[src/asrc_pkg.sv]
// What this block and its host do
// Internal-clock mode: new bit presented after each serial clock fall.
// Previous bit stays valid for the hold interval after each fall.
// Host returns serial clock low once a word has been transferred.
// External-clock mode: serial clock shifts bits and times conversion.
// Sixteen bits per transfer: four zeros, then 12-bit result, MSB first.
// After sixteenth falling edge, hold last bit then release output.
// The 12-bit result is two's complement coded.
// Internal mode: select acts on edges; its fall holds and converts.
// External mode: select is an active-low chip select framing the word.
// External mode: host leaves a minimum quiet time between conversions.
// Internal mode: host waits for conversion end before clocking out.
// Serial output stays high impedance while no transfer is in progress.
package asrc_pkg;
	localparam int CLK_PERIOD_PS = 5000;
	localparam int HOLD_TIME_PS = 20000;
	// Least time: round up
	localparam int HOLD_CYCLES =
		(HOLD_TIME_PS + CLK_PERIOD_PS - 1) / CLK_PERIOD_PS;
	localparam int CONVERT_TIME_NS = 3300;
	// Longest time: round down
	localparam int CONVERT_CYCLES = (CONVERT_TIME_NS * 1000) / CLK_PERIOD_PS;
	localparam int QUIET_TIME_NS = 100;
	localparam int QUIET_CYCLES =
		(QUIET_TIME_NS * 1000 + CLK_PERIOD_PS - 1) / CLK_PERIOD_PS;
	localparam int RESULT_BITS = 12;
	localparam int WORD_BITS = 16;
	localparam logic [3:0] LEAD_ZEROS = 4'h0;

	typedef enum logic {
		ASRC_MODE_INTERNAL,
		ASRC_MODE_EXTERNAL
	} asrc_mode_type;

	typedef struct packed {
		logic data;
		logic oe;
	} asrc_pin_type;
endpackage

[src/asrc_top.sv]
`timescale 1ns/1ps
module asrc_top
	import asrc_pkg::*;
#(
	parameter int CONV_CYCLES = CONVERT_CYCLES
) (
	// Clock and reset
	input wire logic ref_clk,
	input wire logic sys_rst,
	// Mode and sample source
	input wire asrc_mode_type mode,
	input wire logic [RESULT_BITS-1:0] sample_in,
	// Host link pins
	input wire logic select_or_convert_n,
	input wire logic serial_clk,
	output asrc_pin_type serial_result_out,
	// Status
	output logic busy,
	output logic convert_start_edge
);
	// ----------------------------------------
	// Pin synchronisers
	// ----------------------------------------
	logic [1:0] sel_sync_reg;
	logic [1:0] sck_sync_reg;
	logic sel_last_reg;
	logic sck_last_reg;

	always_ff @(posedge ref_clk) begin
		if (sys_rst) begin
			sel_sync_reg <= 2'h3;
			sck_sync_reg <= 2'h0;
			sel_last_reg <= 1'h1;
			sck_last_reg <= 1'h0;
		end else begin
			sel_sync_reg <= {sel_sync_reg[0], select_or_convert_n};
			sck_sync_reg <= {sck_sync_reg[0], serial_clk};
			sel_last_reg <= sel_sync_reg[1];
			sck_last_reg <= sck_sync_reg[1];
		end
	end

	logic sel_fall;
	logic sck_fall;
	assign sel_fall = sel_last_reg & ~sel_sync_reg[1];
	assign sck_fall = sck_last_reg & ~sck_sync_reg[1];
	assign convert_start_edge = sel_fall;

	// ----------------------------------------
	// Conversion timing
	// ----------------------------------------
	typedef enum logic [1:0] {
		ST_IDLE,
		ST_CONVERT,
		ST_SHIFT,
		ST_RELEASE
	} asrc_state_type;

	asrc_state_type state_reg;
	logic [15:0] conv_cnt_reg;
	logic [4:0] edge_cnt_reg;
	logic [3:0] hold_cnt_reg;
	logic [WORD_BITS-1:0] shift_reg;
	logic start_go;
	logic abort_go;
	logic shift_go;
	logic last_fall;
	logic conv_done;
	logic hold_done;

	// ----------------------------------------
	// Strobes
	// ----------------------------------------
	// A fall of select while busy is ignored in either mode
	assign start_go = sel_fall && (state_reg == ST_IDLE);
	// Raising select mid-word ends the frame in external mode only
	assign abort_go = (mode == ASRC_MODE_EXTERNAL) && sel_sync_reg[1] &&
		(state_reg == ST_SHIFT);
	// Falls outside a word neither shift nor count
	assign shift_go = sck_fall && (state_reg == ST_SHIFT);
	assign last_fall = shift_go &&
		(edge_cnt_reg == 5'(WORD_BITS - 1));
	assign conv_done = (conv_cnt_reg == 16'(CONV_CYCLES - 1));
	assign hold_done = (hold_cnt_reg == 4'(HOLD_CYCLES - 1));

	// ----------------------------------------
	// Shift register
	// ----------------------------------------
	// Sample held at the start edge; the converter core is outside
	// this block, so the held sample stands in for its result.
	always_ff @(posedge ref_clk) begin
		if (sys_rst) begin
			shift_reg <= 16'h0000;
		end else if (start_go) begin
			shift_reg <= {LEAD_ZEROS, sample_in};
		end else if (shift_go) begin
			shift_reg <= {shift_reg[WORD_BITS-2:0], 1'h0};
		end
	end

	// ----------------------------------------
	// Transfer sequencing
	// ----------------------------------------
	always_ff @(posedge ref_clk) begin
		if (sys_rst) begin
			state_reg <= ST_IDLE;
		end else begin
			case (state_reg)
			ST_IDLE: begin
				if (start_go) begin
					// External mode converts while the word shifts out
					state_reg <= (mode == ASRC_MODE_INTERNAL) ?
						ST_CONVERT : ST_SHIFT;
				end
			end
			ST_CONVERT: begin
				// Falls of the serial clock are ignored until done
				if (conv_done) begin
					state_reg <= ST_SHIFT;
				end
			end
			ST_SHIFT: begin
				// Abort outranks a fall seen in the same cycle
				if (abort_go) begin
					state_reg <= ST_IDLE;
				end else if (last_fall) begin
					state_reg <= ST_RELEASE;
				end
			end
			ST_RELEASE: begin
				if (hold_done) begin
					state_reg <= ST_IDLE;
				end
			end
			default: begin
				state_reg <= ST_IDLE;
			end
			endcase
		end
	end

	// ----------------------------------------
	// Counters
	// ----------------------------------------
	// Stands in for the internal oscillator; cleared outside conversion
	always_ff @(posedge ref_clk) begin
		if (sys_rst) begin
			conv_cnt_reg <= 16'h0000;
		end else if (state_reg != ST_CONVERT) begin
			conv_cnt_reg <= 16'h0000;
		end else if (!conv_done) begin
			conv_cnt_reg <= conv_cnt_reg + 16'h0001;
		end
	end

	// External mode needs no timer: the sixteen falls time the conversion
	always_ff @(posedge ref_clk) begin
		if (sys_rst) begin
			edge_cnt_reg <= 5'h00;
		end else if (start_go) begin
			edge_cnt_reg <= 5'h00;
		end else if (shift_go) begin
			edge_cnt_reg <= edge_cnt_reg + 5'h01;
		end
	end

	// Measured from the last fall, so the final bit keeps its hold time
	always_ff @(posedge ref_clk) begin
		if (sys_rst) begin
			hold_cnt_reg <= 4'h0;
		end else if (state_reg != ST_RELEASE) begin
			hold_cnt_reg <= 4'h0;
		end else if (!hold_done) begin
			hold_cnt_reg <= hold_cnt_reg + 4'h1;
		end
	end

	// ----------------------------------------
	// Output pin with hold after each fall
	// ----------------------------------------
	// Bit changes are delayed by the hold interval so the host may
	// sample on the same falling edge it uses to advance the word.
	logic [3:0] bit_hold_reg;
	logic out_data_reg;
	logic out_oe_reg;

	always_ff @(posedge ref_clk) begin
		if (sys_rst) begin
			bit_hold_reg <= 4'h0;
		end else if (shift_go) begin
			bit_hold_reg <= 4'(HOLD_CYCLES);
		end else if (bit_hold_reg != 4'h0) begin
			bit_hold_reg <= bit_hold_reg - 4'h1;
		end
	end

	// Only the shifting state moves the pin, so the last bit stays put
	// through the release hold
	always_ff @(posedge ref_clk) begin
		if (sys_rst) begin
			out_data_reg <= 1'h0;
		end else if (state_reg == ST_SHIFT && bit_hold_reg == 4'h0) begin
			out_data_reg <= shift_reg[WORD_BITS-1];
		end
	end

	// Enable trails the state by a cycle, in step with the data pin
	always_ff @(posedge ref_clk) begin
		if (sys_rst) begin
			out_oe_reg <= 1'h0;
		end else begin
			out_oe_reg <= (state_reg == ST_SHIFT) ||
				(state_reg == ST_RELEASE);
		end
	end

	assign serial_result_out.data = out_data_reg;
	assign serial_result_out.oe = out_oe_reg;
	assign busy = (state_reg != ST_IDLE);
endmodule

[config.mk]
export PLATFORM = sky130hd
export DESIGN_NAME = asrc_top
export DESIGN_NICKNAME = d
export VERILOG_FILES = /design/src/asrc_pkg.sv /design/src/asrc_top.sv
export SDC_FILE = /design/constraint.sdc
export NUM_CORES = 1
export LEC_CHECK = 0
export ABC_AREA = 1
export BUFFER_PORTS_ARGS = -buffer_cell sky130_fd_sc_hd__buf_2
export CORE_ASPECT_RATIO = 1.75
export CORE_UTILIZATION = 53
export DETAILED_ROUTE_END_ITERATION = 8
export GPL_ROUTABILITY_DRIVEN = 0
export PLACE_DENSITY = 0.77
export SKIP_CTS_REPAIR_TIMING = 1
export SYNTH_ARGS = -nofsm -noshare
export SYNTH_HDL_FRONTEND = slang
export SYNTH_SLANG_ARGS = --single-unit
[constraint.sdc]
create_clock -name ref_clk -period 1.4 [get_ports ref_clk]
set_clock_uncertainty 0.1 [all_clocks]
set_input_delay 0.28 -clock ref_clk [delete_from_list [all_inputs] [get_ports ref_clk]]
set_output_delay 0.28 -clock ref_clk [all_outputs]
set_load 0.005 [all_outputs]
==> results of run 1 <==
==> per-layer routing <==
metal	global-route usage (%)	wire length, um
met5	0	0
met4	10.3	105
met3	4.07	110
met2	43.7	2870
met1	21.4	2040
==> path summary, 6_finish.rpt <==
check	from	to	slack, ns
max	edge_cnt_reg[1]	state_reg[0]	-0.20
min	select_or_convert_n	sel_sync_reg[0]	0.05
max reg2reg	edge_cnt_reg[1]	state_reg[0]	-0.20
min reg2reg	sck_sync_reg[0]	sck_sync_reg[1]	0.31
==> power by group <==
group | leakage [nW] | internal [mW] | switching (mW)
registers | 0.449 | 1.69 | 0.0828
logic | 0.719 | 0.332 | 0.482
clock network | 0.0502 | 0.523 | 0.512
==> cell families after synthesis <==
logic type | count (synthesis) | synth area share (%)
xor+xnor | 3 | 1.05
buf+inv | 56 | 10.1
fa+ha+maj | 5 | 2.49
compound gates | 53 | 11.3
simple gates | 184 | 31.2
flops | 55 | 43.9
==> area by class of cell <==
cell class | count | share of cell area, %
flip-flops and latches | 55 | 37.0
well taps | 51 | 2.13
repair inverters | 1 | 0.251
multi-input cells | 245 | 41.8
inverters | 47 | 6.22
clock inverters | 2 | 1.25
clock buffers | 5 | 2.30
repair buffers | 39 | 9.06
==> Yosys cell counts (all sizes together), types with 2 or more instances <==
| cell | count | area share (%) |
|---|---|---|
| nand2 | 113 | 17 |
| dfxtp | 55 | 44 |
| inv | 47 | 7.2 |
| nor2 | 43 | 7.4 |
| a21oi | 27 | 5.4 |
| o21ai | 14 | 2.8 |
| a31oi | 10 | 2.5 |
| nand3 | 10 | 2.0 |
| buf | 6 | 2.4 |
| nor3 | 6 | 1.2 |
| ha | 5 | 2.5 |
| or2 | 5 | 1.2 |
| clkbuf | 3 | 0.45 |
| nand3b | 3 | 0.90 |
| nand4 | 3 | 0.75 |
| xor2 | 2 | 0.70 |
==> placed cells by master, fill, tap and decap left out <==
cell type / count
sky130_fd_sc_hd__a211oi_1: 1
sky130_fd_sc_hd__a21oi_1: 27
sky130_fd_sc_hd__a31oi_1: 10
sky130_fd_sc_hd__buf_12: 2
sky130_fd_sc_hd__buf_2: 20
sky130_fd_sc_hd__buf_4: 16
sky130_fd_sc_hd__buf_6: 1
sky130_fd_sc_hd__bufinv_16: 1
sky130_fd_sc_hd__clkbuf_8: 5
sky130_fd_sc_hd__clkinvlp_4: 2
sky130_fd_sc_hd__dfxtp_1: 49
sky130_fd_sc_hd__dfxtp_2: 6
sky130_fd_sc_hd__ha_1: 3
sky130_fd_sc_hd__ha_2: 1
sky130_fd_sc_hd__ha_4: 1
sky130_fd_sc_hd__inv_1: 42
sky130_fd_sc_hd__inv_2: 2
sky130_fd_sc_hd__inv_4: 2
sky130_fd_sc_hd__inv_6: 1
sky130_fd_sc_hd__nand2_1: 105
sky130_fd_sc_hd__nand2_2: 6
sky130_fd_sc_hd__nand2_4: 2
sky130_fd_sc_hd__nand3_1: 8
sky130_fd_sc_hd__nand3_2: 2
sky130_fd_sc_hd__nand3b_1: 3
sky130_fd_sc_hd__nand4_1: 3
sky130_fd_sc_hd__nor2_1: 30
sky130_fd_sc_hd__nor2_2: 7
sky130_fd_sc_hd__nor2_4: 6
sky130_fd_sc_hd__nor3_1: 5
sky130_fd_sc_hd__nor3_4: 1
sky130_fd_sc_hd__nor3b_2: 1
sky130_fd_sc_hd__o211ai_1: 1
sky130_fd_sc_hd__o21ai_0: 11
sky130_fd_sc_hd__o21ai_1: 3
sky130_fd_sc_hd__or2_0: 1
sky130_fd_sc_hd__or2_2: 4
sky130_fd_sc_hd__xnor2_1: 1
sky130_fd_sc_hd__xor2_1: 2
==> impl_metrics.toml, run 1 <==
[sta]
layout_setup_ws_ns = -0.199
post-route-period-util_pct = 114
setup_viol = 6
rsz0062_at_grt = "yes"
achievable-frequency_ghz = 0.625
maxSlewViolCount = 0
finalHoldViolCount = 0
fin_hold_ws_ns = 0.0475
slew_headroom_pct = 83.5
fin_tns_setup_ns = -0.487
timing_worst_slew_pin_value_ns = 0.245
period_needed_ns = 1.60

[yosys]
count_of_flip_flops_with_a_built_in_enable_after_synthesis = 0
syn-cell-area_um2 = 2510
synthDistinctLibCells = 30
synth-main-ff-cell = "sky130_fd_sc_hd__dfxtp_1"
seq_area_frac_synth_pct = 43.9
syn_area_per_cell_um2 = 7.05
ys_seq_elements = 55
synth_warnings = 0
synthesis.nets = 378
async_reset_ff_share_pct = 0
synth_cells = 356

[global_route]
globalRouteOverflowTotal = 0
first_global_vias = 2157
initial_antenna_violation_count = 0
grt_first_pass_wirelength_um = 8500
grt_max_degree = 17
globalRouteTotalUtil_pct = 22.7

[cells_and_area]
design.final.nets = 416
final_core_utilization_pct = 66.8
diodes = 0
area_growth_syn_to_layout_pct = 19.4
filler_cell_count = 377
final_cell_area_um2 = 3000
stdcell_count = 445
regArea_um2 = 1110
area_used_by_multi_input_combinational_logic_um2 = 1250
drive_gt1_share_pct = 22.6

[place]
hpwl_um = 3890
dpl_worst_slack_ns = -0.186
buffer_ports.inserted = 20
dp.cells = 435
detailed_place.area_um2 = 2760

[pwr]
powerDensity_nw_per_um2 = 1210
p_total_mw = 3.62
maximum_ir_drop_on_the_vdd_rail_v = 0.00139
static-leakage-power_nw = 1.22

[critical_path]
worstPathBufferInverterCount = 3
worstSetupStartpointType = "register"
setup.worst_path.end_class = "register"
critical_path_peak_fanout = 3
worst_path_dominant_cell_family = "simple AND/OR/NAND/NOR gates"
critical_path.slowest_cell = "sky130_fd_sc_hd__dfxtp_2"
cp.depth = 11
slowest_delay_ns = 0.37
worst_ep_arrival_time_ns = 1.72
worst_r2r_path_cells = 11
required_time_reported_for_the_critical_path_endpoint_ns = 1.52
critPathKind = "reg2reg"
critPathMostFrequentCell = "sky130_fd_sc_hd__nor2_4"
crit_chain = "ha_4 > inv_4 > nor3_4 > ha_2 > inv_2 > nor2_4 > nor2_4 > nor2_4 > nand3_2 > nand2_1 > inv_1"

[die]
total_number_of_placement_rows = 32
core-area_um2 = 4480
die_height_um = 93.0
chipWidth_um = 54.0
io_pins = 21
area_of_the_die_um2 = 5020
initial_core_utilization_pct = 55.9

[clock_network]
numClockSinks = 55
cts_max_level = 2
cts_inserted_buffers = 5
clock_latency_ns = 0.31
clock-root-buffer = "sky130_fd_sc_hd__clkbuf_8"
clock_tree_from_tritoncts = "built"
clk_pin_slew_ns = 0.10
clock_path_buffers = 2

[status]
status = "finished with violations"
failed_checks = "setup timing"

[min_path]
min_delay_path_depth = 2
holdCritPathClass = "in2reg"

[route]
drcViolationCount = 0
routed_wire_length_per_instance_um = 11.5
drt_iter0_drc = 46
detail_route.vias_per_cell = 5.06
antenna_left = 0
route.vias.total = 2252
dr.pass1.iters = 4
routed_wire_length_um = 5130

[run]
max_cap_viol_count = 0
Power figures use the tool's default switching activity.
==> run 2: changes to the inputs <==
CORE_UTILIZATION = 54   (was 53)
PLACE_DENSITY = 0.75   (was 0.77)
clock period = 1.55 ns   (was 1.4 ns; I/O delays follow)
==> impl_metrics.toml, run 2 (synthesis gave the netlist of run 1 again) <==
[die]
die_height_um = 92.2
chipWidth_um = 53.5
io_pins = 21
core-area_um2 = 4440
area_of_the_die_um2 = 4930
initial_core_utilization_pct = 56.4
total_number_of_placement_rows = 32

[clock_network]
numClockSinks = 55
cts_max_level = 2
clock-root-buffer = "sky130_fd_sc_hd__clkbuf_8"
clock_tree_from_tritoncts = "built"
cts_inserted_buffers = 5
clock_path_buffers = 2
clk_pin_slew_ns = 0.10
clock_latency_ns = 0.31

[pwr]
maximum_ir_drop_on_the_vdd_rail_v = 0.000812
powerDensity_nw_per_um2 = 1100
static-leakage-power_nw = 1.12
p_total_mw = 3.06

[critical_path]
endpoint = "state_reg[0]"
critical_path_peak_fanout = 3
required_time_reported_for_the_critical_path_endpoint_ns = 1.66
cp-startpoint = "edge_cnt_reg[1]"
crit_chain = "ha_4 > inv_2 > nor3_2 > ha_2 > inv_2 > nor2_2 > nor2_2 > nor2_2 > nand3_1 > nand2_1 > inv_1"
rrSetupSlack_ns = 0.01
critPathKind = "reg2reg"
setup.worst_path.end_class = "register"
worstSetupStartpointType = "register"
slowest_delay_ns = 0.36
r2r-end = "state_reg[0]"
critPathMostFrequentCell = "sky130_fd_sc_hd__nor2_2"
worst_ep_arrival_time_ns = 1.65
critical_path.slowest_cell = "sky130_fd_sc_hd__dfxtp_2"
worst_r2r_path_cells = 11
rr_startpoint = "edge_cnt_reg[1]"

[cells_and_area]
stdcell_count = 431
final_common_cell = "sky130_fd_sc_hd__nand2_1"
design.final.nets = 401
drive_gt1_share_pct = 15.5
mostFrequentLayoutCells = "sky130_fd_sc_hd__nand2_1, sky130_fd_sc_hd__dfxtp_1, sky130_fd_sc_hd__inv_1"
diodes = 0
area_growth_syn_to_layout_pct = 10.7
filler_cell_count = 436

[route]
drt_iter0_drc = 42
routed_wire_length_per_instance_um = 11.0
drcViolationCount = 0
dr.pass1.iters = 4
detail_route.vias_per_cell = 5.07
antenna_left = 0
route.vias.total = 2184
routed_wire_length_um = 4760

[place]
buffer_ports.inserted = 20
hpwl_um = 3610
dp.cells = 423

[sta]
setup_viol = 0
achievable-frequency_ghz = 0.650
slew_headroom_pct = 81.5
post-route-period-util_pct = 99.3
finalHoldViolCount = 0
maxSlewViolCount = 0
period_needed_ns = 1.54
rsz0062_at_grt = "yes"
timing_worst_slew_pin_value_ns = 0.275

[global_route]
first_global_vias = 1987
globalRouteTotalUtil_pct = 21.8
grt_first_pass_wirelength_um = 7930
globalRouteOverflowTotal = 0
grt_max_degree = 19
initial_antenna_violation_count = 0

[status]
status = "complete, no violations"

[min_path]
holdCritPathClass = "in2reg"

[run]
max_cap_viol_count = 0
## run 2: changes by cell type in the layout (fill, tap and decap cells not counted), sizes merged
cell,delta
bufinv,-1
clkinvlp,-2
buf,-14
clkbuf,+3
## run 2: layout make-up
cell class / count / area, um^2 / area share, %
sequential: 55 / 1100 / 39.8
clock buffer: 8 / 100 / 3.60
timing repair buffer: 25 / 138 / 4.95
inverter: 47 / 181 / 6.53
multi-input combinational: 245 / 1190 / 42.8
tap: 51 / 63.8 / 2.30
## run 2: worst min-delay path by stage
stage | from | to | slack, ns | cells past startpoint
after floorplan | sck_sync_reg[0] | sck_sync_reg[1] | 0.29 | 2
after global placement | sel_sync_reg[0] | sel_sync_reg[1] | 0.30 | 1
after detailed placement | sel_sync_reg[0] | sel_sync_reg[1] | 0.30 | 1
after CTS | select_or_convert_n | sel_sync_reg[0] | 0.09 | 2
after global routing | select_or_convert_n | sel_sync_reg[0] | 0.08 | 2
final | select_or_convert_n | sel_sync_reg[0] | 0.09 | 2
## run 2: critical path: cells and delay by family (launching register included)
kind,cells,cell delay (ns)
AND/OR/NAND/NOR,6,0.56
adder cells (fa/ha/maj),2,0.32
buffers and inverters,3,0.10
flip-flops,1,0.36
## run 2: power breakdown
part / leakage [nW] / internal (mW) / switching (mW) / total [mW]
clock network: 0.0515 / 0.409 / 0.447 / 0.856
logic: 0.618 / 0.228 / 0.380 / 0.608
registers: 0.447 / 1.52 / 0.0770 / 1.60
total: 1.12 / 2.16 / 0.904 / 3.06
## run 2: layer usage
layer	GRT usage [%]	share of wire (%)
met1	20.9	41
met2	41.3	54
met3	4.31	2.3
met4	9.87	2.2
met5	0	0
## run 2: through the flow
stage	area, um^2	setup slack [ns]	hold slack (ns)	utilization (%)	setup TNS (ns)
final	2780	0.0107	0.0870	62.5	0
after global routing	2780	-0.0864	0.0760	62.5	-0.166
after CTS	2740	-0.0468	0.0857	61.6	-0.0468
after detailed placement	2640	-0.0321	0.299	59.4	-0.0321
after global placement	2640	0.0690	0.301	59.4	0
after floorplan	2510	0.0933	0.288	-	0
